## src/inc/cdt_pkg.sv

```systemverilog
// cdt_pkg: register map, field layout and timing constants of the timer unit
package cdt_pkg;

	localparam int unsigned NUM_TIMERS = 4;
	localparam int unsigned DATA_W     = 32;
	localparam int unsigned ADDR_W     = 32;
	localparam int unsigned BYTE_W     = 8;

	// register indices; byte address is four times the index
	localparam logic [15:0] IDX_TIMER1_DIVIDE   = 16'hD200;
	localparam logic [15:0] IDX_CHAN1_CTRL      = 16'hD201;
	localparam logic [15:0] IDX_TIMER2_DIVIDE   = 16'hD202;
	localparam logic [15:0] IDX_CHAN2_CTRL      = 16'hD203;
	localparam logic [15:0] IDX_TIMER3_DIVIDE   = 16'hD204;
	localparam logic [15:0] IDX_CHAN3_CTRL      = 16'hD205;
	localparam logic [15:0] IDX_TIMER4_DIVIDE   = 16'hD206;
	localparam logic [15:0] IDX_CHAN4_CTRL      = 16'hD207;
	localparam logic [15:0] IDX_CLOCK_SELECT    = 16'hD208;
	localparam logic [15:0] IDX_START_STROBE    = 16'hD209;
	localparam logic [15:0] IDX_IRQ_STATUS      = 16'hD20D;
	localparam logic [15:0] IDX_IRQ_ENABLE_MASK = 16'hD20E;

	// status and mask layout: bit 0 timer 1, bit 1 timer 2, bit 2 timer 4
	localparam int unsigned IRQ_BITS       = 3;
	localparam int unsigned IRQ_BIT_TIMER1 = 0;
	localparam int unsigned IRQ_BIT_TIMER2 = 1;
	localparam int unsigned IRQ_BIT_TIMER4 = 2;

	// clock select fields
	localparam int unsigned CSEL_SLOW_BASE = 0;
	localparam int unsigned CSEL_T3_FAST   = 5;
	localparam int unsigned CSEL_T1_FAST   = 6;

	localparam logic [7:0]  RST_BYTE   = 8'h00;
	localparam logic [2:0]  RST_IRQ    = 3'h0;
	localparam logic [1:0]  RESP_OKAY  = 2'h0;
	localparam logic [1:0]  RESP_SLVERR = 2'h2;

	// timing: system clock and the three count rates
	localparam int unsigned CLK_HZ       = 100_000_000;
	localparam int unsigned FAST_HZ      = 1_790_000;
	localparam int unsigned BASE_HZ      = 64_000;
	localparam int unsigned ALT_HZ       = 15_000;
	localparam int unsigned FAST_DIV     = CLK_HZ / FAST_HZ;
	localparam int unsigned BASE_DIV_DEF = CLK_HZ / BASE_HZ;
	localparam int unsigned ALT_DIV_DEF  = CLK_HZ / ALT_HZ;
	localparam int unsigned DIV_W        = 16;

endpackage : cdt_pkg

```

## src/hw/cdt_timer_unit.sv

```systemverilog
// cdt_timer_unit: four countdown timers with interrupt logic on AXI4-Lite
`timescale 1ns/1ps
//
// Contract
// - four countdown timers, each tied to an audio channel and divide value
// - a start strobe write loads every timer from its divide value and runs
// - a running timer 1, 2 or 4 reaching zero raises that timer's interrupt request
// - only timers 1, 2 and 4 have interrupt paths; timer 3 has none
// - enable mask bits 0, 1, 2 gate interrupts of timers 1, 2, 4
// - any data written to the start strobe triggers; the value is ignored
module cdt_timer_unit
	import cdt_pkg::*;
#(
	parameter int unsigned BASE_DIV = BASE_DIV_DEF,
	parameter int unsigned ALT_DIV  = ALT_DIV_DEF
) (
	input  wire logic                           aclk,
	input  wire logic                           aresetn,
	input  wire logic [ADDR_W-1:0]              s_axi_awaddr,
	input  wire logic [2:0]                     s_axi_awprot,
	input  wire logic                           s_axi_awvalid,
	output logic                                s_axi_awready,
	input  wire logic [DATA_W-1:0]              s_axi_wdata,
	input  wire logic [DATA_W/8-1:0]            s_axi_wstrb,
	input  wire logic                           s_axi_wvalid,
	output logic                                s_axi_wready,
	output logic [1:0]                          s_axi_bresp,
	output logic                                s_axi_bvalid,
	input  wire logic                           s_axi_bready,
	input  wire logic [ADDR_W-1:0]              s_axi_araddr,
	input  wire logic [2:0]                     s_axi_arprot,
	input  wire logic                           s_axi_arvalid,
	output logic                                s_axi_arready,
	output logic [DATA_W-1:0]                   s_axi_rdata,
	output logic [1:0]                          s_axi_rresp,
	output logic                                s_axi_rvalid,
	input  wire logic                           s_axi_rready,
	output logic [NUM_TIMERS-1:0][BYTE_W-1:0]   channel_control,
	output logic                                irq
);

	////////////////////////////////////////////////////////////////////////
	// state

	typedef struct packed {
		logic                               aw_have;
		logic [15:0]                        aw_idx;
		logic                               w_have;
		logic [DATA_W-1:0]                  w_data;
		logic                               w_lane0;
		logic                               awready;
		logic                               wready;
		logic                               bvalid;
		logic [1:0]                         bresp;
		logic                               arready;
		logic                               rvalid;
		logic [DATA_W-1:0]                  rdata;
		logic [1:0]                         rresp;
		logic [NUM_TIMERS-1:0][BYTE_W-1:0]  divide;
		logic [NUM_TIMERS-1:0][BYTE_W-1:0]  chan_ctrl;
		logic [BYTE_W-1:0]                  clk_sel;
		logic                               start;
		logic [IRQ_BITS-1:0]                status;
		logic [IRQ_BITS-1:0]                mask;
		logic                               irq;
		logic [DIV_W-1:0]                   fast_cnt;
		logic [DIV_W-1:0]                   base_cnt;
		logic [DIV_W-1:0]                   alt_cnt;
		logic                               fast_tick;
		logic                               base_tick;
		logic                               alt_tick;
	} cdt_state_t;

	cdt_state_t state_ff;
	cdt_state_t nxt_state;

	logic [NUM_TIMERS-1:0]              tick_sel;
	logic [NUM_TIMERS-1:0]              zero_evt;

	// register index carried in address bits above the word offset
	function automatic logic [15:0] addr_index(input logic [ADDR_W-1:0] a);
		addr_index = a[17:2];
	endfunction : addr_index

	// channel number of a divide or channel-control index, else out of range
	function automatic logic [2:0] chan_of(input logic [15:0] idx);
		logic [15:0] off;
		off = idx - IDX_TIMER1_DIVIDE;
		if (idx >= IDX_TIMER1_DIVIDE && idx <= IDX_CHAN4_CTRL) begin
			chan_of = {1'b0, off[2:1]};
		end else begin
			chan_of = 3'h4;
		end
	endfunction : chan_of

	////////////////////////////////////////////////////////////////////////
	// timers

	localparam logic [DIV_W-1:0] FAST_LAST = DIV_W'(FAST_DIV - 1);
	localparam logic [DIV_W-1:0] BASE_LAST = DIV_W'(BASE_DIV - 1);
	localparam logic [DIV_W-1:0] ALT_LAST  = DIV_W'(ALT_DIV - 1);

	// the count clock of each timer follows the clock select register
	always_comb begin
		logic slow_tick;
		slow_tick = state_ff.clk_sel[CSEL_SLOW_BASE] ? state_ff.alt_tick
		                                             : state_ff.base_tick;
		for (int i = 0; i < NUM_TIMERS; i++) begin
			tick_sel[i] = slow_tick;
		end
		if (state_ff.clk_sel[CSEL_T1_FAST]) begin
			tick_sel[0] = state_ff.fast_tick;
		end
		if (state_ff.clk_sel[CSEL_T3_FAST]) begin
			tick_sel[2] = state_ff.fast_tick;
		end
	end

	genvar g;
	generate
		for (g = 0; g < NUM_TIMERS; g++) begin : g_timer
			cdt_timer_chan u_chan (
				.aclk         (aclk),
				.aresetn      (aresetn),
				.load         (state_ff.start),
				.tick         (tick_sel[g]),
				.divide_value (state_ff.divide[g]),
				.zero_evt     (zero_evt[g]),
				.count        ()
			);
		end
	endgenerate

	////////////////////////////////////////////////////////////////////////
	// next state

	always_comb begin
		logic                aw_go;
		logic                w_go;
		logic                ar_go;
		logic                do_wr;
		logic [15:0]         ridx;
		logic [2:0]          wch;
		logic [2:0]          rch;
		logic [IRQ_BITS-1:0] evt;
		logic [IRQ_BITS-1:0] clr;

		nxt_state       = state_ff;
		nxt_state.start = 1'b0;
		aw_go = s_axi_awvalid && state_ff.awready;
		w_go  = s_axi_wvalid && state_ff.wready;
		ar_go = s_axi_arvalid && state_ff.arready;
		ridx  = addr_index(s_axi_araddr);
		rch   = chan_of(ridx);
		clr   = RST_IRQ;

		// rate dividers: one-cycle enable pulses
		nxt_state.fast_tick = (state_ff.fast_cnt == FAST_LAST);
		nxt_state.fast_cnt  = nxt_state.fast_tick ? '0
		                      : state_ff.fast_cnt + DIV_W'(1);
		nxt_state.base_tick = (state_ff.base_cnt == BASE_LAST);
		nxt_state.base_cnt  = nxt_state.base_tick ? '0
		                      : state_ff.base_cnt + DIV_W'(1);
		nxt_state.alt_tick  = (state_ff.alt_cnt == ALT_LAST);
		nxt_state.alt_cnt   = nxt_state.alt_tick ? '0
		                      : state_ff.alt_cnt + DIV_W'(1);

		// write channel: address and data taken in either order
		if (aw_go) begin
			nxt_state.aw_have = 1'b1;
			nxt_state.aw_idx  = addr_index(s_axi_awaddr);
			nxt_state.awready = 1'b0;
		end
		if (w_go) begin
			nxt_state.w_have  = 1'b1;
			nxt_state.w_data  = s_axi_wdata;
			nxt_state.w_lane0 = s_axi_wstrb[0];
			nxt_state.wready  = 1'b0;
		end
		do_wr = state_ff.aw_have && state_ff.w_have && !state_ff.bvalid;
		wch   = chan_of(state_ff.aw_idx);
		if (do_wr) begin
			nxt_state.aw_have = 1'b0;
			nxt_state.w_have  = 1'b0;
			nxt_state.bvalid  = 1'b1;
			nxt_state.bresp   = RESP_OKAY;
			if (state_ff.aw_idx == IDX_START_STROBE) begin
				nxt_state.start = 1'b1;
			end else if (wch < 3'h4) begin
				if (state_ff.w_lane0) begin
					if (state_ff.aw_idx[0]) begin
						// volume field stays with the audio side
						nxt_state.chan_ctrl[wch[1:0]] =
							state_ff.w_data[BYTE_W-1:0];
					end else begin
						nxt_state.divide[wch[1:0]] =
							state_ff.w_data[BYTE_W-1:0];
					end
				end
			end else if (state_ff.aw_idx == IDX_CLOCK_SELECT) begin
				if (state_ff.w_lane0) begin
					nxt_state.clk_sel = state_ff.w_data[BYTE_W-1:0];
				end
			end else if (state_ff.aw_idx == IDX_IRQ_ENABLE_MASK) begin
				if (state_ff.w_lane0) begin
					nxt_state.mask = state_ff.w_data[IRQ_BITS-1:0];
				end
			end else if (state_ff.aw_idx != IDX_IRQ_STATUS) begin
				nxt_state.bresp = RESP_SLVERR;
			end
		end
		if (state_ff.bvalid && s_axi_bready) begin
			nxt_state.bvalid  = 1'b0;
			nxt_state.awready = 1'b1;
			nxt_state.wready  = 1'b1;
		end

		// read channel: one read at a time, answer one cycle after taking
		if (ar_go) begin
			nxt_state.arready = 1'b0;
			nxt_state.rvalid  = 1'b1;
			nxt_state.rdata   = '0;
			nxt_state.rresp   = RESP_OKAY;
			if (ridx == IDX_IRQ_STATUS) begin
				nxt_state.rdata[IRQ_BITS-1:0] = state_ff.status;
				clr = state_ff.status;
			end else if (ridx == IDX_IRQ_ENABLE_MASK) begin
				nxt_state.rdata[IRQ_BITS-1:0] = state_ff.mask;
			end else if (rch < 3'h4 || ridx == IDX_CLOCK_SELECT
			             || ridx == IDX_START_STROBE) begin
				// write-only registers read as zero
				nxt_state.rdata = '0;
			end else begin
				nxt_state.rresp = RESP_SLVERR;
			end
		end
		if (state_ff.rvalid && s_axi_rready) begin
			nxt_state.rvalid  = 1'b0;
			nxt_state.arready = 1'b1;
		end

		// timer 3 has no status bit, so its zero event goes nowhere
		evt = RST_IRQ;
		evt[IRQ_BIT_TIMER1] = zero_evt[0];
		evt[IRQ_BIT_TIMER2] = zero_evt[1];
		evt[IRQ_BIT_TIMER4] = zero_evt[3];
		// an event in the clearing read's cycle is kept: set wins
		nxt_state.status = (state_ff.status & ~clr) | evt;
		// handler readiness is software's affair before unmasking
		nxt_state.irq = |(nxt_state.status & nxt_state.mask);
	end

	always_ff @(posedge aclk) begin
		if (!aresetn) begin
			state_ff         <= '0;
			state_ff.awready <= 1'b1;
			state_ff.wready  <= 1'b1;
			state_ff.arready <= 1'b1;
			state_ff.clk_sel <= RST_BYTE;
			state_ff.mask    <= RST_IRQ;
			state_ff.status  <= RST_IRQ;
			state_ff.bresp   <= RESP_OKAY;
			state_ff.rresp   <= RESP_OKAY;
		end else begin
			state_ff <= nxt_state;
		end
	end

	////////////////////////////////////////////////////////////////////////
	// outputs

	assign s_axi_awready   = state_ff.awready;
	assign s_axi_wready    = state_ff.wready;
	assign s_axi_bvalid    = state_ff.bvalid;
	assign s_axi_bresp     = state_ff.bresp;
	assign s_axi_arready   = state_ff.arready;
	assign s_axi_rvalid    = state_ff.rvalid;
	assign s_axi_rdata     = state_ff.rdata;
	assign s_axi_rresp     = state_ff.rresp;
	assign channel_control = state_ff.chan_ctrl;
	assign irq             = state_ff.irq;

endmodule : cdt_timer_unit

```

## src/hw/cdt_timer_chan.sv

```systemverilog
// cdt_timer_chan: one reloadable eight-bit countdown timer
`timescale 1ns/1ps
module cdt_timer_chan
	import cdt_pkg::*;
(
	input  wire logic              aclk,
	input  wire logic              aresetn,
	input  wire logic              load,
	input  wire logic              tick,
	input  wire logic [BYTE_W-1:0] divide_value,
	output logic                   zero_evt,
	output logic [BYTE_W-1:0]      count
);

	typedef struct packed {
		logic              running;
		logic [BYTE_W-1:0] cnt;
		logic              evt;
	} cdt_chan_t;

	cdt_chan_t state_ff;
	cdt_chan_t nxt_state;

	always_comb begin
		nxt_state     = state_ff;
		nxt_state.evt = 1'b0;
		if (load) begin
			nxt_state.running = 1'b1;
			nxt_state.cnt     = divide_value;
		end else if (state_ff.running && tick) begin
			// a divide value of zero or one fires on every tick
			if (state_ff.cnt <= BYTE_W'(1)) begin
				nxt_state.evt = 1'b1;
				nxt_state.cnt = divide_value;
			end else begin
				nxt_state.cnt = state_ff.cnt - BYTE_W'(1);
			end
		end
	end

	always_ff @(posedge aclk) begin
		if (!aresetn) begin
			state_ff <= '0;
		end else begin
			state_ff <= nxt_state;
		end
	end

	assign zero_evt = state_ff.evt;
	assign count    = state_ff.cnt;

endmodule : cdt_timer_chan

```

## config.mk

```make
export PLATFORM = sky130hd
export DESIGN_NAME = cdt_timer_unit
export DESIGN_NICKNAME = d
export VERILOG_FILES = /design/src/inc/cdt_pkg.sv /design/src/hw/cdt_timer_unit.sv /design/src/hw/cdt_timer_chan.sv
export SDC_FILE = /design/constraint.sdc
export NUM_CORES = 1
export LEC_CHECK = 0
export BUFFER_PORTS_ARGS = -buffer_cell sky130_fd_sc_hd__buf_2
export CELL_PAD_IN_SITES_DETAIL_PLACEMENT = 1
export CELL_PAD_IN_SITES_GLOBAL_PLACEMENT = 1
export CORE_MARGIN = 2
export CORE_UTILIZATION = 42
export CTS_BUF_LIST = sky130_fd_sc_hd__clkbuf_2 sky130_fd_sc_hd__clkbuf_4 sky130_fd_sc_hd__clkbuf_8
export DETAILED_ROUTE_END_ITERATION = 8
export GPL_ROUTABILITY_DRIVEN = 0
export GPL_TIMING_DRIVEN = 0
export PLACE_DENSITY = 0.9
export SYNTH_ARGS = -nofsm -noshare
export SYNTH_HDL_FRONTEND = slang
export SYNTH_HIERARCHICAL = 1
export SYNTH_SLANG_ARGS = --single-unit
```

## constraint.sdc

```tcl
create_clock -name aclk -period 2.2 [get_ports aclk]
set_input_delay 0.22 -clock aclk [delete_from_list [all_inputs] [get_ports aclk]]
set_output_delay 0.22 -clock aclk [all_outputs]
set_load 0.005 [all_outputs]
```

After elaboration in Yosys (flattened, before gate mapping)
Cells that the tools add are included.
- memory bits (writable): 0
- bits in read-only memories: 0
- bits in latches: 0
- logic and storage cells: 148
- input bits: 113
- bits in registers: 197
- memories: 0
- reductions and logical operators: 30
- $add $sub $neg: 8
- shift-type cells: 0
- bitwise gates (word level): 10
- eq/ne operators: 11
- multiply operators: 0
- divide/modulo/power cells: 0
- multiplexer cells: 39
- magnitude comparators: 11
- operators by type and width (operator ; count):
    equality test 16 bit (second input constant) ; 7
    bitwise mux 32 bit ; 2
    two-way mux 8 bit ; 7
    adder 16 x 1 -> 16 bit (second input constant) ; 3
    two-way mux 3 bit ; 12
    greater-or-equal comparator 16 bit (second input constant) ; 2
    <= comparator 16 bit (second input constant) ; 2
    two-way mux 9 bit ; 3
    <= comparator 8 x 1 -> 1 bit (second input constant) ; 3
    subtractor 8 x 1 -> 8 bit (second input constant) ; 3
    demux 8 bit (select 2 bit) ; 1
    equality test 16 x 11 -> 1 bit (second input constant) ; 1
    equality test 16 x 13 -> 1 bit (second input constant) ; 1
    equality test 16 x 6 -> 1 bit (second input constant) ; 1
    two-way mux 2 bit ; 8
    != test 16 bit (second input constant) ; 1
    AND reduction 5 bit ; 3
    logical AND 1 bit ; 12
    OR reduction 2 bit ; 6
    OR reduction 3 bit ; 3
    AND 3 bit ; 2
    less-than comparator 3 bit (second input constant) ; 2
    two-way mux 1 bit ; 6
    inverter 1 bit ; 6
    9 further kinds ; 12

Logic depth before layout (Yosys ltp)
- depth in word-level cells: 9
- mapped depth: 7

Modules after synthesis
Netlist, hierarchy kept.
- by module, submodules not included (module ; area each (µm²) ; times used ; sequential area each (µm²) ; cells each):
    cdt_timer_unit ; 6616.3 ; 1 ; 3083.0 ; 734
    cdt_timer_chan ; 728.2 ; 3 ; 200.2 ; 93

Worst setup path before layout
No wires, ideal clock.
- kind: flip-flop to flip-flop
- start: register state_ff[33] (netlist bit)
- end: register state_ff[28] (netlist bit)
- arrival: 1704 ps
- path slack: 381 ps
- clock period less this slack: 1819 ps
- required time: 2085 ps
- stages on the path, launching flop included: 7
- cells stage by stage: dfxtp_1 or4b_2 nor4_1 nand4_1 nand2_1 buf_4 nor2_1
- cells in the longest elaborated chain, start to end: 2
- ends and longest elaborated chain (element ; RTL line ; source):
    start: declaration ; cdt_timer_unit.sv:74 ; cdt_state_t state_ff;
    start signal: assignment ; cdt_timer_unit.sv:265 ; state_ff <= nxt_state;
    equality test 16 x 11 -> 1 bit ; cdt_timer_unit.sv:161 ; nxt_state.base_tick = (state_ff.base_cnt == BASE_LAST);
    OR reduction 2 bit (no source line) ; n/a ;
No other way between the ends.
A chain may end at the register's enable or synchronous reset.

Worst setup path after layout
- start: register state_ff[212] (netlist bit)
- end: register state_ff (netlist bit channel_control[3])
- cells in the longest elaborated chain, start to end: 8
- elaborated cells between the ends (all ways): 14
- ends and longest elaborated chain (element ; RTL line ; source):
    greater-or-equal comparator 16 bit / <= comparator 16 bit (equally long branches) ; cdt_timer_unit.sv:89 ; if (idx >= IDX_TIMER1_DIVIDE && idx <= IDX_CHAN4_CTRL) begin
    logical AND 1 bit ; cdt_timer_unit.sv:89 ;
    two-way mux 3 bit ; cdt_timer_unit.sv:89 ;
    less-than comparator 2 x 3 -> 1 bit (not written as such) / greater-or-equal comparator 2 x 1 -> 1 bit (equally long branches) ; cdt_timer_unit.sv:193 ; nxt_state.chan_ctrl[wch[1:0]] =
    logical AND 1 bit (not written as such) ; cdt_timer_unit.sv:193 ;
    two-way mux 8 bit (not written as such) ; cdt_timer_unit.sv:193 ;
    demux 8 bit (select 2 bit) ; cdt_timer_unit.sv:193 ;
    bitwise mux 32 bit ; cdt_timer_unit.sv:193 ;
Parallel ways exist; a longest one is shown, timed or not.

==> summary.md <==
| Metric | Value |
|---|---|
| Status | finished with violations |
| Failing checks | hold timing, setup timing |
| # H-tree levels | 4 |
| Synth-to-Final Area Change | 19.8% |
| Vias per cell | about 5.5 |
| Pre-Repair DR Iteration Count | 7 |
| Met2 Use GR | 0.445 |
| First-pass GRT wire length | 42.6 mm |
| Crit path max fanout | 10 |
| Power density over the cells | about 600 nW/um2 |
| Final setup margin | -0.0281 ns |
| DP Worst Slack | -0.0826 ns |
| WS Path Type | flop to flop |
| Final Skew | approximately 0.018 ns |
| Largest stage delay, worst path | about 0.4 ns |
| Peak supply drop | 0.000396 V |
| Gate Count Post-Synth | about 1000 |
| Die width | about 150 um |
| Worst slew margin | 0.527 |
| Vias in the first global route | 8167 |
| Row count | 52 |
| Antenna-violating nets left | 0 |
| Final Critical Period | approximately 2.2 ns |
| CTS sink count | ~180 |
| CTS tree | yes |
| Final Cycle Share | 1.01 |
| Starting density of the core | 0.427 |
| GRT overflow | 0 |
| Via count | roughly 8000 |
| Boundary Pins | about 190 |
| Hold crit path type | input pin to flop |
| Clock Path Buffers | 2 |
| Detailed placement HPWL | 17.2 mm |
| Total power | around 6.3 mW |
| Finished Layout Cells | around 1400 |
| All-layer global routing usage | 0.247 |
| Logic gate share of total power | 0.066 |
| Cts bufs inserted | 17 |
| Fmax | approximately 450 MHz |
| Critical path origin | state_ff[212] |
| Initial antenna violation count | 0 |
| Startpoint Class | flop |
| Final count of pins violating max slew | 0 |
| Clock Power Share | 0.386 |
| Min-delay src | s_axi_awaddr[3] |
| Worst R2R Start | state_ff[212] |
| Fillers | roughly 2400 |
| Multi-input logic area | 4330 um2 |
| Synthesized area | between 8000 and 9000 um2 |
| LEAKAGE | approximately 4.4 nW |
| Max stage delay cell, worst path | nor4b_4 |
| Per-cell routed wire length | roughly 19 um |
| Sequential Power Share | 0.548 |
| Synth Warn # | 6 |
| Internal power | ~4.7 mW |
| Die footprint | approximately 22000 um2 |
| Busiest metal layer after global routing | met2 |
| Delay-heaviest family, CP | simple AND/OR/NAND/NOR gates |
| CTS clk-pin slew, worst paths | 0.10 ns |
| Most used cell, CP | buf_4 |
| Total of max-cap violations | 0 |
| Sw Pwr | approximately 1.6 mW |
| Hold Slack | -0.00459 ns |
| Clk Latency, worst-skew pair | approximately 0.48 ns |
| WP data arrival | 2.59 ns |
| Die height | roughly 150 um |
| Post-route cell area | 10300 um2 |
| Largest net degree at the start of global routing | 17 |
| Port Buffer Count | 90 |
| CTS root buffer | clkbuf_8 |
| Final #Nets | between 1000 and 1500 |
| Reg area | 3680 um2 |
| Dpl cells | 1379 |
| Buf+Inv Stages, Crit Path | 2 |
| Tightest Pin Transition | about 0.71 ns |
| Core box area | a little over 20000 um2 |
| Critical Path Sink Type | flop |
| ANT cells | 0 |
| Worst path required time | about 2.6 ns |
| Final hold vios | 1 |
| GR Layer Usage met3 | 0.0472 |
| Wire length after detailed routing | 28.0 mm |
| M1 GR Usage | 0.292 |
| CP cell instances | nor4b_4 -> nand4_4 -> buf_4 -> nor4_4 -> buf_4 -> nand3_4 -> mux2i_1 |
| Initial drt markers | approximately 460 |
| Placed instance area | between 9000 and 10000 um2 |
| Switching share of power | 0.252 |
| DRC violations left | 0 |
| Final setup violation count | 9 |
| Avg Inst Size Synth | 8.72 um2 |
| Share of cells above drive strength 1 | 0.211 |
-- stage by stage --
stage | utilization | TNS (ns)
2_1_floorplan | - | 0
3_3_place_gp | 0.472 | -0.0863
3_5_place_dp | 0.472 | -0.299
4_1_cts | 0.507 | 0
5_1_grt | 0.512 | -0.109
6_report | 0.512 | -0.161
-- registers in the layout (all words and copies together) (netlist names), 3 cells and up --
name                     count
g_timer.u_chan/state_ff      3
state_ff                   111
s_axi_rdata                  3
g_timer.u_chan/count        24
channel_control             32
g_timer.u_chan/zero_evt      3
-- worst register-to-register path: stages, from the launching register on --
cell and delay, ns:
dfxtp_1 0.36, nor4b_4 0.40, nand4_4 0.20, buf_4 0.25, nor4_4 0.34, buf_4 0.22, nand3_4 0.18, mux2i_1 0.18
-- power by group through the flow --
stage	Clock [mW]	Combinational [mW]	Sequential, mW
after detailed placement	0	0.355	3.52
final	2.43	0.416	3.46
after global routing	2.58	0.454	3.46
after floorplan	0	0.224	3.49
after global placement	0	0.341	3.51
after CTS	2.41	0.394	3.44
-- cell usage in the layout, fill, tap and decap left out, types with 13 or more instances in the layout --
cell type / n
mux2i_1: 61
nor2_1: 140
dlygate4sd3_1: 26
clkbuf_8: 18
nand2_1: 114
buf_2: 94
o22ai_1: 16
or3_1: 17
a21oi_1: 50
dfxtp_1: 184
nand4_1: 13
conb_1: 31
o21ai_0: 15
clkbuf_1: 28
xor2_1: 31
inv_1: 26
nand3_1: 17
xnor2_1: 20
buf_4: 73
-- path summary, 6_finish.rpt --
path                                            to  slack, ns  cells past startpoint
worst max-delay path            channel_control[3]      -0.03                      7
worst min-delay path                 state_ff[207]     -0.005                      3
worst max register to register  channel_control[3]      -0.03                      7
worst min register to register  channel_control[4]       0.47                      2
-- per-layer routing --
layer	wire [um]	share of wire
met1	11500	0.41
met2	14300	0.51
met3	1360	0.049
met4	922	0.033
met5	0	0
-- area by class of cell --
| cell class | instances | share of cell area |
|---|---|---|
| repair buffers | 121 | 0.0761 |
| flip-flops and latches | 184 | 0.357 |
| multi-input cells | 697 | 0.419 |
| inverters | 30 | 0.0109 |
| clock inverters | 12 | 0.0147 |
| clock buffers | 19 | 0.0247 |
| well taps | 270 | 0.0327 |
| plain buffers | 105 | 0.0650 |
-- repair_timing --
action                                 in CTS  in global routing
gates resized for setup                     0                 15
pin swaps                                   2                  4
endpoints found under the hold margin      25                  0
setup endpoints to repair                  16                 77
cloned                                      0                  0
hold buffers                               26                  0
buffers inserted                            2                  3
Note: power is estimated with default switching activity, not from simulation.
